$ cat config.mk
export PLATFORM = sky130hd
export DESIGN_NAME = ses_status
export DESIGN_NICKNAME = d
export VERILOG_FILES = /design/src/ses_pkg.sv /design/src/ses_chan_if.sv /design/src/ses_chan.sv /design/src/ses_status.sv
export SDC_FILE = /design/constraint.sdc
export NUM_CORES = 1
export LEC_CHECK = 0
export BUFFER_PORTS_ARGS = -buffer_cell sky130_fd_sc_hd__buf_2
export CORE_AREA = 2 2 88 90
export CTS_CLUSTER_DIAMETER = 150
export DETAILED_ROUTE_END_ITERATION = 8
export DIE_AREA = 0 0 90 92
export GPL_TIMING_DRIVEN = 0
export HOLD_SLACK_MARGIN = 0.05
export PLACE_DENSITY = 0.74
export SLEW_MARGIN = 25
export SYNTH_ARGS = -nofsm -noshare
export SYNTH_HDL_FRONTEND = slang
export SYNTH_SLANG_ARGS = --single-unit
$ cat constraint.sdc
create_clock -name core_clk_in -period 1.8 [get_ports core_clk_in]
set_clock_uncertainty 0.2 [all_clocks]
set_input_delay 0 -clock core_clk_in [delete_from_list [all_inputs] [get_ports core_clk_in]]
set_output_delay 0 -clock core_clk_in [all_outputs]
set_load 0.05 [all_outputs]
$ cat src/ses_pkg.sv
// Constants shared by the sensor error and status routing block.
package ses_pkg;
    // Geometry.
    localparam int NUM_CH = 4;
    localparam int NUM_ERR = 6;
    // Register addresses on the serial register port.
    localparam logic [7:0] ADDR_STATUS = 8'h18;
    localparam logic [7:0] ADDR_ROUTE = 8'h19;
    // Status word fields.
    localparam int ST_CHAN_LO = 14;
    localparam int ST_ERR_LO = 8;
    localparam int ST_RESULTS_READY_FLAG = 6;
    localparam int ST_UNREAD_HI = 3;
    // Error vector order: under, over, watchdog, amp high, amp low, zero count.
    localparam int E_UR = 5;
    localparam int E_OR = 4;
    localparam int E_WD = 3;
    localparam int E_AH = 2;
    localparam int E_AL = 1;
    localparam int E_ZC = 0;
    // Routing word fields.
    localparam int CF_OUT_LO = 11;
    localparam int CF_INT_LO = 2;
    localparam int CF_RDY_INT = 0;
    localparam logic [15:0] ROUTE_RESET = 16'h0000;
    // Per-channel result mark positions: under, over, watchdog, amplitude.
    localparam int MK_UR = 3;
    localparam int MK_OR = 2;
    localparam int MK_WD = 1;
    localparam int MK_AE = 0;
    // Five result routing bits follow the error order from under to amp low.
    localparam int RT_UR = 4;
    localparam int RT_OR = 3;
    localparam int RT_WD = 2;
    localparam int RT_AH = 1;
    localparam int RT_AL = 0;
endpackage

$ cat src/ses_chan_if.sv
// Per-channel link between the status controller and one channel tracker.
`timescale 1ns/1ps
interface ses_chan_if;
    logic conv_done;
    logic [4:0] err;
    logic [4:0] route;
    logic upper_rd;
    logic lower_rd;
    logic unread;
    logic [3:0] mark;
    modport ctrl (output conv_done, err, route, upper_rd, lower_rd, input unread, mark);
    modport chan (input conv_done, err, route, upper_rd, lower_rd, output unread, mark);
endinterface

$ cat src/ses_chan.sv
// One channel: unread-result tracking and error marks for its upper word.
`timescale 1ns/1ps
module ses_chan
    import ses_pkg::*;
(
    // Clock and control.
    input wire logic core_clk_in,
    input wire logic reset_in,
    input wire logic ce_in,
    // Controller side.
    ses_chan_if.chan link
);
    typedef struct packed {
        logic unread;
        logic up_seen;
        logic lo_seen;
        logic [3:0] mark;
    } ses_chan_t;

    ses_chan_t q;
    ses_chan_t next_q;

    ////////////////////////////////////////////////////////////////////////
    // Next state: a completed conversion wins over a finishing read.
    always_comb begin
        next_q = q;
        next_q.up_seen = q.up_seen | link.upper_rd;
        next_q.lo_seen = q.lo_seen | link.lower_rd;
        if (next_q.up_seen && next_q.lo_seen) begin
            next_q.unread = 1'b0;
            next_q.up_seen = 1'b0;
            next_q.lo_seen = 1'b0;
        end
        if (link.conv_done) begin
            next_q.unread = 1'b1;
            next_q.up_seen = 1'b0;
            next_q.lo_seen = 1'b0;
        end
        // Marks belong to the upper word, so an upper-word read retires them; a lower-word read keeps them.
        if (link.upper_rd) begin
            next_q.mark = 4'h0;
        end
        next_q.mark[MK_UR] = next_q.mark[MK_UR] | (link.err[RT_UR] & link.route[RT_UR]);
        next_q.mark[MK_OR] = next_q.mark[MK_OR] | (link.err[RT_OR] & link.route[RT_OR]);
        next_q.mark[MK_WD] = next_q.mark[MK_WD] | (link.err[RT_WD] & link.route[RT_WD]);
        next_q.mark[MK_AE] = next_q.mark[MK_AE] | (link.err[RT_AH] & link.route[RT_AH])
            | (link.err[RT_AL] & link.route[RT_AL]);
    end

    // State register with clock enable.
    always_ff @(posedge core_clk_in) begin
        if (reset_in) begin
            q <= '0;
        end else if (ce_in) begin
            q <= next_q;
        end
    end

    assign link.unread = q.unread;
    assign link.mark = q.mark;
endmodule

$ cat src/ses_status.sv
// Error and data-ready status, routing register and interrupt pin.
`timescale 1ns/1ps
module ses_status
    import ses_pkg::*;
(
    // Clock, reset and enable.
    input wire logic core_clk_in,
    input wire logic reset_in,
    input wire logic ce_in,
    // Serial register port (decoded, same clock).
    input wire logic [7:0] reg_addr_in,
    input wire logic reg_wr_in,
    input wire logic [15:0] reg_wdata_in,
    input wire logic reg_rd_in,
    output logic [15:0] reg_rdata_out,
    output logic reg_rvalid_out,
    // Result word read strobes, one bit per channel.
    input wire logic [NUM_CH-1:0] res_upper_rd_in,
    input wire logic [NUM_CH-1:0] res_lower_rd_in,
    // Converter core events.
    input wire logic [1:0] core_chan_in,
    input wire logic conv_done_in,
    input wire logic [NUM_ERR-1:0] err_event_in,
    input wire logic seq_mode_in,
    input wire logic [NUM_CH-1:0] active_mask_in,
    // Result marks, four per channel, and interrupt pin.
    output logic [4*NUM_CH-1:0] result_mark_out,
    output logic interrupt_out_n
);
    typedef struct packed {
        logic [15:0] route;
        logic [NUM_ERR-1:0] err;
        logic [1:0] chan;
        logic results_ready_flag;
        logic [NUM_CH-1:0] seen;
        logic irq_n;
        logic [15:0] rdata;
        logic rvalid;
    } ses_main_t;

    ses_main_t q;
    ses_main_t next_q;
    logic [NUM_CH-1:0] unread;
    logic [15:0] status_word;
    logic [NUM_ERR-1:0] err_set;
    logic [NUM_CH-1:0] chan_hot;
    logic [NUM_CH-1:0] seen_now;
    logic rdy_event;
    logic stat_rd;

    // One-hot decode of a channel index.
    function automatic logic [NUM_CH-1:0] ses_onehot(input logic [1:0] ch);
        logic [NUM_CH-1:0] v;
        v = '0;
        v[ch] = 1'b1;
        return v;
    endfunction

    // Register address match.
    function automatic logic ses_hit(input logic [7:0] a, input logic [7:0] t);
        return a == t;
    endfunction

    ////////////////////////////////////////////////////////////////////////
    // Channel trackers.
    ses_chan_if chif[NUM_CH]();

    generate
        for (genvar g = 0; g < NUM_CH; g++) begin : g_ch
            // Only the channel named by the core sees its events.
            assign chif[g].conv_done = conv_done_in & chan_hot[g];
            assign chif[g].err = err_event_in[E_UR:E_AL] & {5{chan_hot[g]}};
            assign chif[g].route = q.route[CF_OUT_LO+4:CF_OUT_LO];
            assign chif[g].upper_rd = res_upper_rd_in[g];
            assign chif[g].lower_rd = res_lower_rd_in[g];
            assign unread[g] = chif[g].unread;
            assign result_mark_out[4*g+3:4*g] = chif[g].mark;
            ses_chan u_chan (
                .core_clk_in(core_clk_in),
                .reset_in(reset_in),
                .ce_in(ce_in),
                .link(chif[g].chan)
            );
        end
    endgenerate

    ////////////////////////////////////////////////////////////////////////
    // Decode and event qualification.
    always_comb begin
        chan_hot = ses_onehot(core_chan_in);
        stat_rd = reg_rd_in & ses_hit(reg_addr_in, ADDR_STATUS);
        // An error is recorded only when routed to the pin and status.
        err_set = err_event_in & q.route[CF_INT_LO+NUM_ERR-1:CF_INT_LO];
        // Sequential mode waits until every active channel has reported.
        seen_now = q.seen | (conv_done_in ? chan_hot : '0);
        if (seq_mode_in) begin
            rdy_event = conv_done_in && (active_mask_in != '0)
                && ((seen_now & active_mask_in) == active_mask_in);
        end else begin
            rdy_event = conv_done_in;
        end
    end

    // Status word as the host sees it; unused bits stay zero.
    always_comb begin
        status_word = 16'h0000;
        status_word[ST_CHAN_LO+1:ST_CHAN_LO] = q.chan;
        status_word[ST_ERR_LO+NUM_ERR-1:ST_ERR_LO] = q.err;
        status_word[ST_RESULTS_READY_FLAG] = q.results_ready_flag;
        for (int i = 0; i < NUM_CH; i++) begin
            status_word[ST_UNREAD_HI-i] = unread[i];
        end
    end

    ////////////////////////////////////////////////////////////////////////
    // Next state. Every hardware set wins over a read that clears.
    always_comb begin
        next_q = q;
        next_q.rvalid = reg_rd_in;
        if (reg_rd_in) begin
            if (ses_hit(reg_addr_in, ADDR_STATUS)) begin
                next_q.rdata = status_word;
            end else if (ses_hit(reg_addr_in, ADDR_ROUTE)) begin
                next_q.rdata = q.route;
            end else begin
                next_q.rdata = 16'h0000;
            end
        end
        // Reserved routing bits are stored as written.
        if (reg_wr_in && ses_hit(reg_addr_in, ADDR_ROUTE)) begin
            next_q.route = reg_wdata_in;
        end
        // Reading status retires errors, ready and the channel field.
        if (stat_rd) begin
            next_q.err = '0;
            next_q.results_ready_flag = 1'b0;
            next_q.chan = 2'h0;
        end
        // Reading the named channel's upper word also retires the field.
        if (res_upper_rd_in[q.chan]) begin
            next_q.chan = 2'h0;
        end
        next_q.err = next_q.err | err_set;
        if (err_set != '0) begin
            next_q.chan = core_chan_in;
        end
        // Collect channels in sequential mode; restart after each round.
        if (!seq_mode_in) begin
            next_q.seen = '0;
        end else if (rdy_event) begin
            next_q.seen = '0;
        end else begin
            next_q.seen = seen_now;
        end
        if (rdy_event && q.route[CF_RDY_INT]) begin
            next_q.results_ready_flag = 1'b1;
        end
        next_q.irq_n = !((next_q.err != '0) || next_q.results_ready_flag);
    end

    // State register with clock enable.
    always_ff @(posedge core_clk_in) begin
        if (reset_in) begin
            q.route <= ROUTE_RESET;
            q.err <= '0;
            q.chan <= 2'h0;
            q.results_ready_flag <= 1'b0;
            q.seen <= '0;
            q.irq_n <= 1'b1;
            q.rdata <= 16'h0000;
            q.rvalid <= 1'b0;
        end else if (ce_in) begin
            q <= next_q;
        end
    end

    // Outputs straight from state.
    assign reg_rdata_out = q.rdata;
    assign reg_rvalid_out = q.rvalid;
    assign interrupt_out_n = q.irq_n;
endmodule

==> run metrics, run 1 <==
r2r setup slk 0.04 ns; fillers 671; total CTS buffers 9; initial antenna violation count 0; Max-cap violations 0; final setup fails 0; fin crit share 97.9%; HP Class input pin to flip-flop; half-perimeter wire length after placement 6.67 mm; mapped cell area 0.00340 mm2; Leak Pwr 0.00217 uW; first-pass GRT wire length 15.2 mm; GRT Resource Usage Total 22.8%; Hold Path Origin reg_addr_in[6]; core area 0.00745 mm2; die height 92 um; Setup crit start kind flip-flop; WL/cell 14.8 um; Ports 85; yosys warns 0; Hold Path Sink q[28]; crit path kind flip-flop to flip-flop; Post-layout nets 571; NetSw 840 uW; GRT Residual Overflow 0; post-synthesis sequential area ratio 44.2%; commonest non-fill, non-tap cell in the layout buf_2; crit-path max FO 4; Unique masters post-synth 41; diode count 0; clock sink count 75; Area Overhead vs Synth 38.6%; Worst Path Arrival 1.80 ns; internal power 2780 uW; Seq cells post-synth 75; Reg power frac 46.6%; clock slew at reported path FFs 0.08 ns; share of cells above drive strength 1 32.2%; Storage cell area 0.00150 mm2; Max IR drop VDD 0.605 mV; violation count after the first detailed-route iteration 206; drt drc 0; r2r worst-path depth 5; Setup TNS Final 0 ns; clock network power share 43.4%; status complete, no violations; Mapped Avg Cell Area 9.04 um2; Worst-Skew Late Latency 0.35 ns; Sw Share 23.2%; DIE AREA 0.00828 mm2; Syn Nets 427; CTS tree yes; Core Util, Final 63.3%; Initial Utilization 45.7%; vias in the first global route 3245; minimum clock period 1.76 ns; worst r2r dst interrupt_out_n; CP Capture Type flip-flop; most frequent cells in the layout buf_2 (84), dfxtp_1 (73), nor2_1 (66), dlygate4sd3_1 (49), buf_4 (35); FMAX 568 MHz; Worst Path Required 1.84 ns; Hold Fails Final Rpt 0; drt total wl 9.30 mm; RSZ-0062 raised after global routing yes; footprint of the multi-input gates 0.00155 mm2; CTS max path bufs 2; hold path cells 5; CTS H-tree lvls 3; input/output buffers 83; final max-slew violation count 0; Gate power share 10.0%; largest net degree at the start of global routing 14; vias per cell 5.26; Vias 3297; TritonRoute pass-1 iters 5; Post-Synthesis Cells 376; Worst-Margin Slew 0.622 ns; reg2reg start q[21]; gpl congestion 0.885; row count 32; die width 90 um; Slew HR 58.6%; antenna viol nets, final 0; root buffer cell clkbuf_8; P per Cell Area 768 mW/mm2
[state kept, by name, indices dropped and copies added (netlist names)]
signal and flops:
chif.route 5, g_ch.u_chan.link.mark 16, g_ch.u_chan.link.unread 4, g_ch.u_chan.q 8
interrupt_out_n 1, q 24, reg_rdata_out 16, reg_rvalid_out 1
[final cells by class]
cell class / count / share of cell area, %
multi-input combinational: 244 / 32.9
sequential: 75 / 31.9
timing repair buffer: 134 / 19.5
buffer: 52 / 7.49
clock buffer: 10 / 2.71
tap: 102 / 2.71
clock inverter: 6 / 2.39
inverter: 4 / 0.319
[repair_timing]
action | in CTS | in global routing
resized for setup | 1 | 8
endpoints found under the setup margin | 5 | 19
pin swaps | 2 | 5
hold buffers | 49 | 0
setup buffers | 2 | 1
endpoints found under the hold margin | 58 | 0
[stage by stage]
stage	hold WS [ns]	area, um2	total power (uW)	std cells	setup slack, ns
floorplan	-0.0561	3400	1870	376	0.0374
global placement	0.0305	3940	1980	561	-0.258
detailed placement	0.0416	3940	1990	561	-0.221
CTS	0.0544	4680	3610	627	0.0214
global route	0.0959	4710	3730	627	-0.0308
finish	0.0588	4710	3620	627	0.0382
[cell usage after synthesis]
master	number	share of area, %
clkbuf_1	16	1.8
o21ai_0	11	1.6
or3b_4	1	0.33
nor3_1	2	0.29
a2bb2oi_1	2	0.52
and4bb_2	1	0.37
a222oi_1	1	0.29
mux2_2	12	4.0
and2b_2	4	1.0
o32ai_1	1	0.26
and2_2	1	0.22
o21a_1	3	0.66
a32oi_1	3	0.77
clkbuf_8	3	1.2
nor4_1	8	1.5
or3_1	1	0.18
buf_4	33	7.3
a31oi_1	1	0.18
and3_1	5	0.92
a21oi_1	22	3.2
nand3_1	8	1.2
and3_2	2	0.44
a22oi_1	32	7.1
a21boi_0	1	0.22
a211oi_1	3	0.66
mux2i_1	18	5.3
a311oi_1	1	0.26
nand2_1	15	1.7
and4_1	2	0.52
dfxtp_1	75	44
a221o_1	1	0.29
inv_1	4	0.44
nand4_1	5	0.92
nor2_1	66	7.3
o31a_1	1	0.26
and2b_1	1	0.22
nand4b_1	2	0.52
a22o_2	4	1.2
nand3b_1	2	0.44
buf_2	1	0.15
or2b_2	1	0.26
[layer usage]
layer / wire length, um / vias up / track usage (%) / share of wire [%]
met5: 0 / - / 0 / 0
met3: 539 / 23 / 3.86 / 5.8
met4: 236 / 0 / 8.97 / 2.5
li1: - / 1608 / - / -
met2: 4420 / 122 / 38.7 / 47
met1: 4110 / 1544 / 29.0 / 44
[critical path: stages (launching register included)]
cell and delay [ns]:
dfxtp_2 0.33, and2b_2 0.20, a222oi_1 0.32, buf_4 0.21, nand4_1 0.10, a221o_1 0.30
[cells by family after synthesis]
group           synth area share, %
buf+inv                        10.9
simple gates                   18.2
mux                            9.27
flops                          44.2
compound gates                 17.5
[worst max path at each step]
| stage | from | endpoint | slack [ns] | cells after the start |
|---|---|---|---|---|
| final | q[21] | interrupt_out_n | 0.04 | 5 |
| after CTS | ce_in | g_ch[0].u_chan.q[5] | 0.02 | 6 |
| after detailed placement | q[21] | q[21] | -0.22 | 4 |
| after global placement | q[21] | q[18] | -0.26 | 4 |
| after global routing | q[21] | interrupt_out_n | -0.03 | 5 |
| after floorplan | q[21] | q[18] | 0.04 | 4 |
[power groups by stage]
stage	registers [uW]	logic, uW	clock network [uW]
final	1690	361	1570
after global routing	1690	390	1650
after detailed placement	1720	265	0
after global placement	1720	262	0
after CTS	1690	348	1570
after floorplan	1730	141	0
No activity file was read; power rests on OpenSTA's default activity.
==> run 2, diff against run 1 <==
Settings changed: BUFFER_PORTS_ARGS -buffer_cell sky130_fd_sc_hd__buf_2 to -buffer_cell sky130_fd_sc_hd__buf_4.
==> run metrics, run 2 (synthesized netlist as in run 1, its figures left out) <==
Hold Path Sink interrupt_out_n; NetSw 826 uW (-1.7%); diode count 0 (unchanged); DIE AREA 0.00828 mm2 (unchanged); crit path kind input pin to flip-flop; die width 90 um (unchanged); GRT Resource Usage Total 24.6% (+1.8 points); placed cell areas 0.00415 mm2 (+5.3%); clock sink count 75 (unchanged); Gate power share 12.3% (+2.3 points); status finished, violations left; clock slew at reported path FFs 0.08 ns (about the same); post-cts hold buffer count 51 (+4.1%); final setup fails 0 (unchanged); Max IR drop VDD 0.606 mV (+0.14%); hold_ws -0.166 ns (-0.225 ns); internal power 2510 uW (-9.7%); Post-layout nets 570 (-0.18%); antenna viol nets, final 0 (unchanged); worst r2r dst interrupt_out_n; WL/cell 16.0 um (+7.6%); vias per cell 5.37 (+2.1%); fin area 0.00489 mm2 (+3.8%); die height 92 um (unchanged); total CTS buffers 9 (unchanged); CP max stage delay 0.58 ns (+0.25 ns); clock network power share 37.1% (-6.3 points); CTS max path bufs 2 (unchanged); Area Overhead vs Synth 43.8%; Worst Path Required 1.89 ns (+0.05 ns); Worst-Margin Slew 0.661 ns (+0.0390 ns); buffers and inverters on the worst path 4 (+3); CP Capture Type flip-flop; Hold Path Origin reset_in; input/output buffers 83 (unchanged); Leak Pwr 0.00216 uW (-0.40%); crit-path max FO 8 (+4); minimum clock period 1.77 ns (+0.00834 ns); CP Cell Sequence buf_4 -> dlygate4sd3_1 -> buf_6 -> and3_2 -> nor4_4 -> dlygate4sd3_1; delay-heaviest family, CP buffers and inverters; gpl congestion 0.871 (-1.5%); core area 0.00745 mm2 (unchanged); max reg flops 24 (unchanged); Initial Utilization 45.7% (unchanged); initial antenna violation count 0 (unchanged); Crit path top cell by count dlygate4sd3_1; RSZ-0062 raised after global routing yes; final max-slew violation count 0 (unchanged); FMAX 565 MHz (-0.47%); share of cells above drive strength 1 33.0% (+0.76 points); Crit-path slowest cell dlygate4sd3_1; Worst Path Arrival 1.86 ns (+0.06 ns); TritonRoute pass-1 iters 6 (+1); Reg power frac 50.5% (+3.9 points); largest net degree at the start of global routing 13 (-1); Sw Share 24.8% (+1.6 points); row count 32 (unchanged); r2r setup slk 0.03 ns (about the same); largest reg by FF count q; root buffer cell clkbuf_8; vias in the first global route 3323 (+2.4%); fillers 632 (-5.8%); failing checks hold timing; Vias 3350 (+1.6%); first-pass GRT wire length 16.2 mm (+6.5%); fin crit share 98.3% (+0.46 points); P per Cell Area 682 mW/mm2 (-11%); Ports 85 (unchanged); half-perimeter wire length after placement 6.84 mm (+2.6%); HP Class input pin to flip-flop; Max-cap violations 0 (unchanged); Worst-Skew Late Latency 0.36 ns (about the same); r2r worst-path depth 5 (unchanged); fin cells 624 (-0.48%); most frequent cells in the layout buf_4 (118), dfxtp_1 (74), nor2_1 (66), dlygate4sd3_1 (47), a22oi_1 (32); placed insts 561 (unchanged); Slew HR 56.0% (-2.6 points); commonest non-fill, non-tap cell in the layout buf_4; CTS tree yes; Hold Fails Final Rpt 5 (+5); drt drc 0 (unchanged); CTS H-tree lvls 3 (unchanged); reg2reg start q[21]; Setup crit start kind input pin; GRT Residual Overflow 0 (unchanged); violation count after the first detailed-route iteration 225 (+9.2%); drt total wl 9.95 mm (+7.1%); hold path cells 3 (-2)
==> run 2: metrics by stage <==
stage	utilization, %	setup slack (ns)	total power (uW)	TNS (ns)
final	65.7	0.0299	3340	0
after global routing	65.7	-0.0325	3460	-0.0325
after CTS	65.3	-0.00702	3330	-0.00702
after detailed placement	55.7	-0.230	2020	-4.03
after global placement	55.7	-0.222	2020	-3.43
after floorplan	-	0.0374	1870	0
==> run 2: worst max-delay path by stage <==
stage                 start             endpoint  slack (ns)  depth (start not counted)
6_report       conv_done_in  g_ch[2].u_chan.q[4]        0.03                          6
5_1_grt               ce_in  g_ch[2].u_chan.q[4]       -0.03                          6
4_1_cts               q[21]      interrupt_out_n      -0.007                          6
3_5_place_dp          q[21]                q[21]       -0.23                          4
3_3_place_gp          q[21]                q[18]       -0.22                          4
2_1_floorplan         q[21]                q[18]        0.04                          4
==> run 2: worst min-delay path: stages <==
cell and delay (ns):
buf_4 0.09, clkbuf_8 0.16, a221o_1 0.11
==> run 2: routing by layer <==
metal  track usage (%)  wire length, um  vias up
met4              6.79              131        0
met1              30.5             4150     1616
met3              6.41              622       13
met5                 0                0        -
li1                  -                -     1603
met2              42.5             5050      118
==> run 2: timing repair <==
item | CTS | global route
setup endpoints to repair | 5 | 25
pin swaps | 1 | 4
hold endpoints to repair | 63 | 6
gates resized for setup | 2 | 11
setup buffers | 2 | 2
==> run 2: power by group through the flow <==
| stage | sequential [uW] | clock, uW | combinational (uW) |
|---|---|---|---|
| after floorplan | 1730 | 0 | 141 |
| after global placement | 1720 | 0 | 293 |
| after detailed placement | 1720 | 0 | 300 |
| after CTS | 1690 | 1250 | 392 |
| after global routing | 1690 | 1330 | 443 |
| final | 1690 | 1240 | 411 |
==> run 2: cell type report <==
cell class                 count  area, um2  share of cell area, %
sequential                    75       1500                   30.7
tap                          102        128                   2.61
clock inverter                 5       56.3                   1.15
buffer                        52        354                   7.24
timing repair buffer         133       1120                   22.8
inverter                       4       15.0                  0.307
clock buffer                   9        124                   2.53
multi-input combinational    244       1590                   32.6
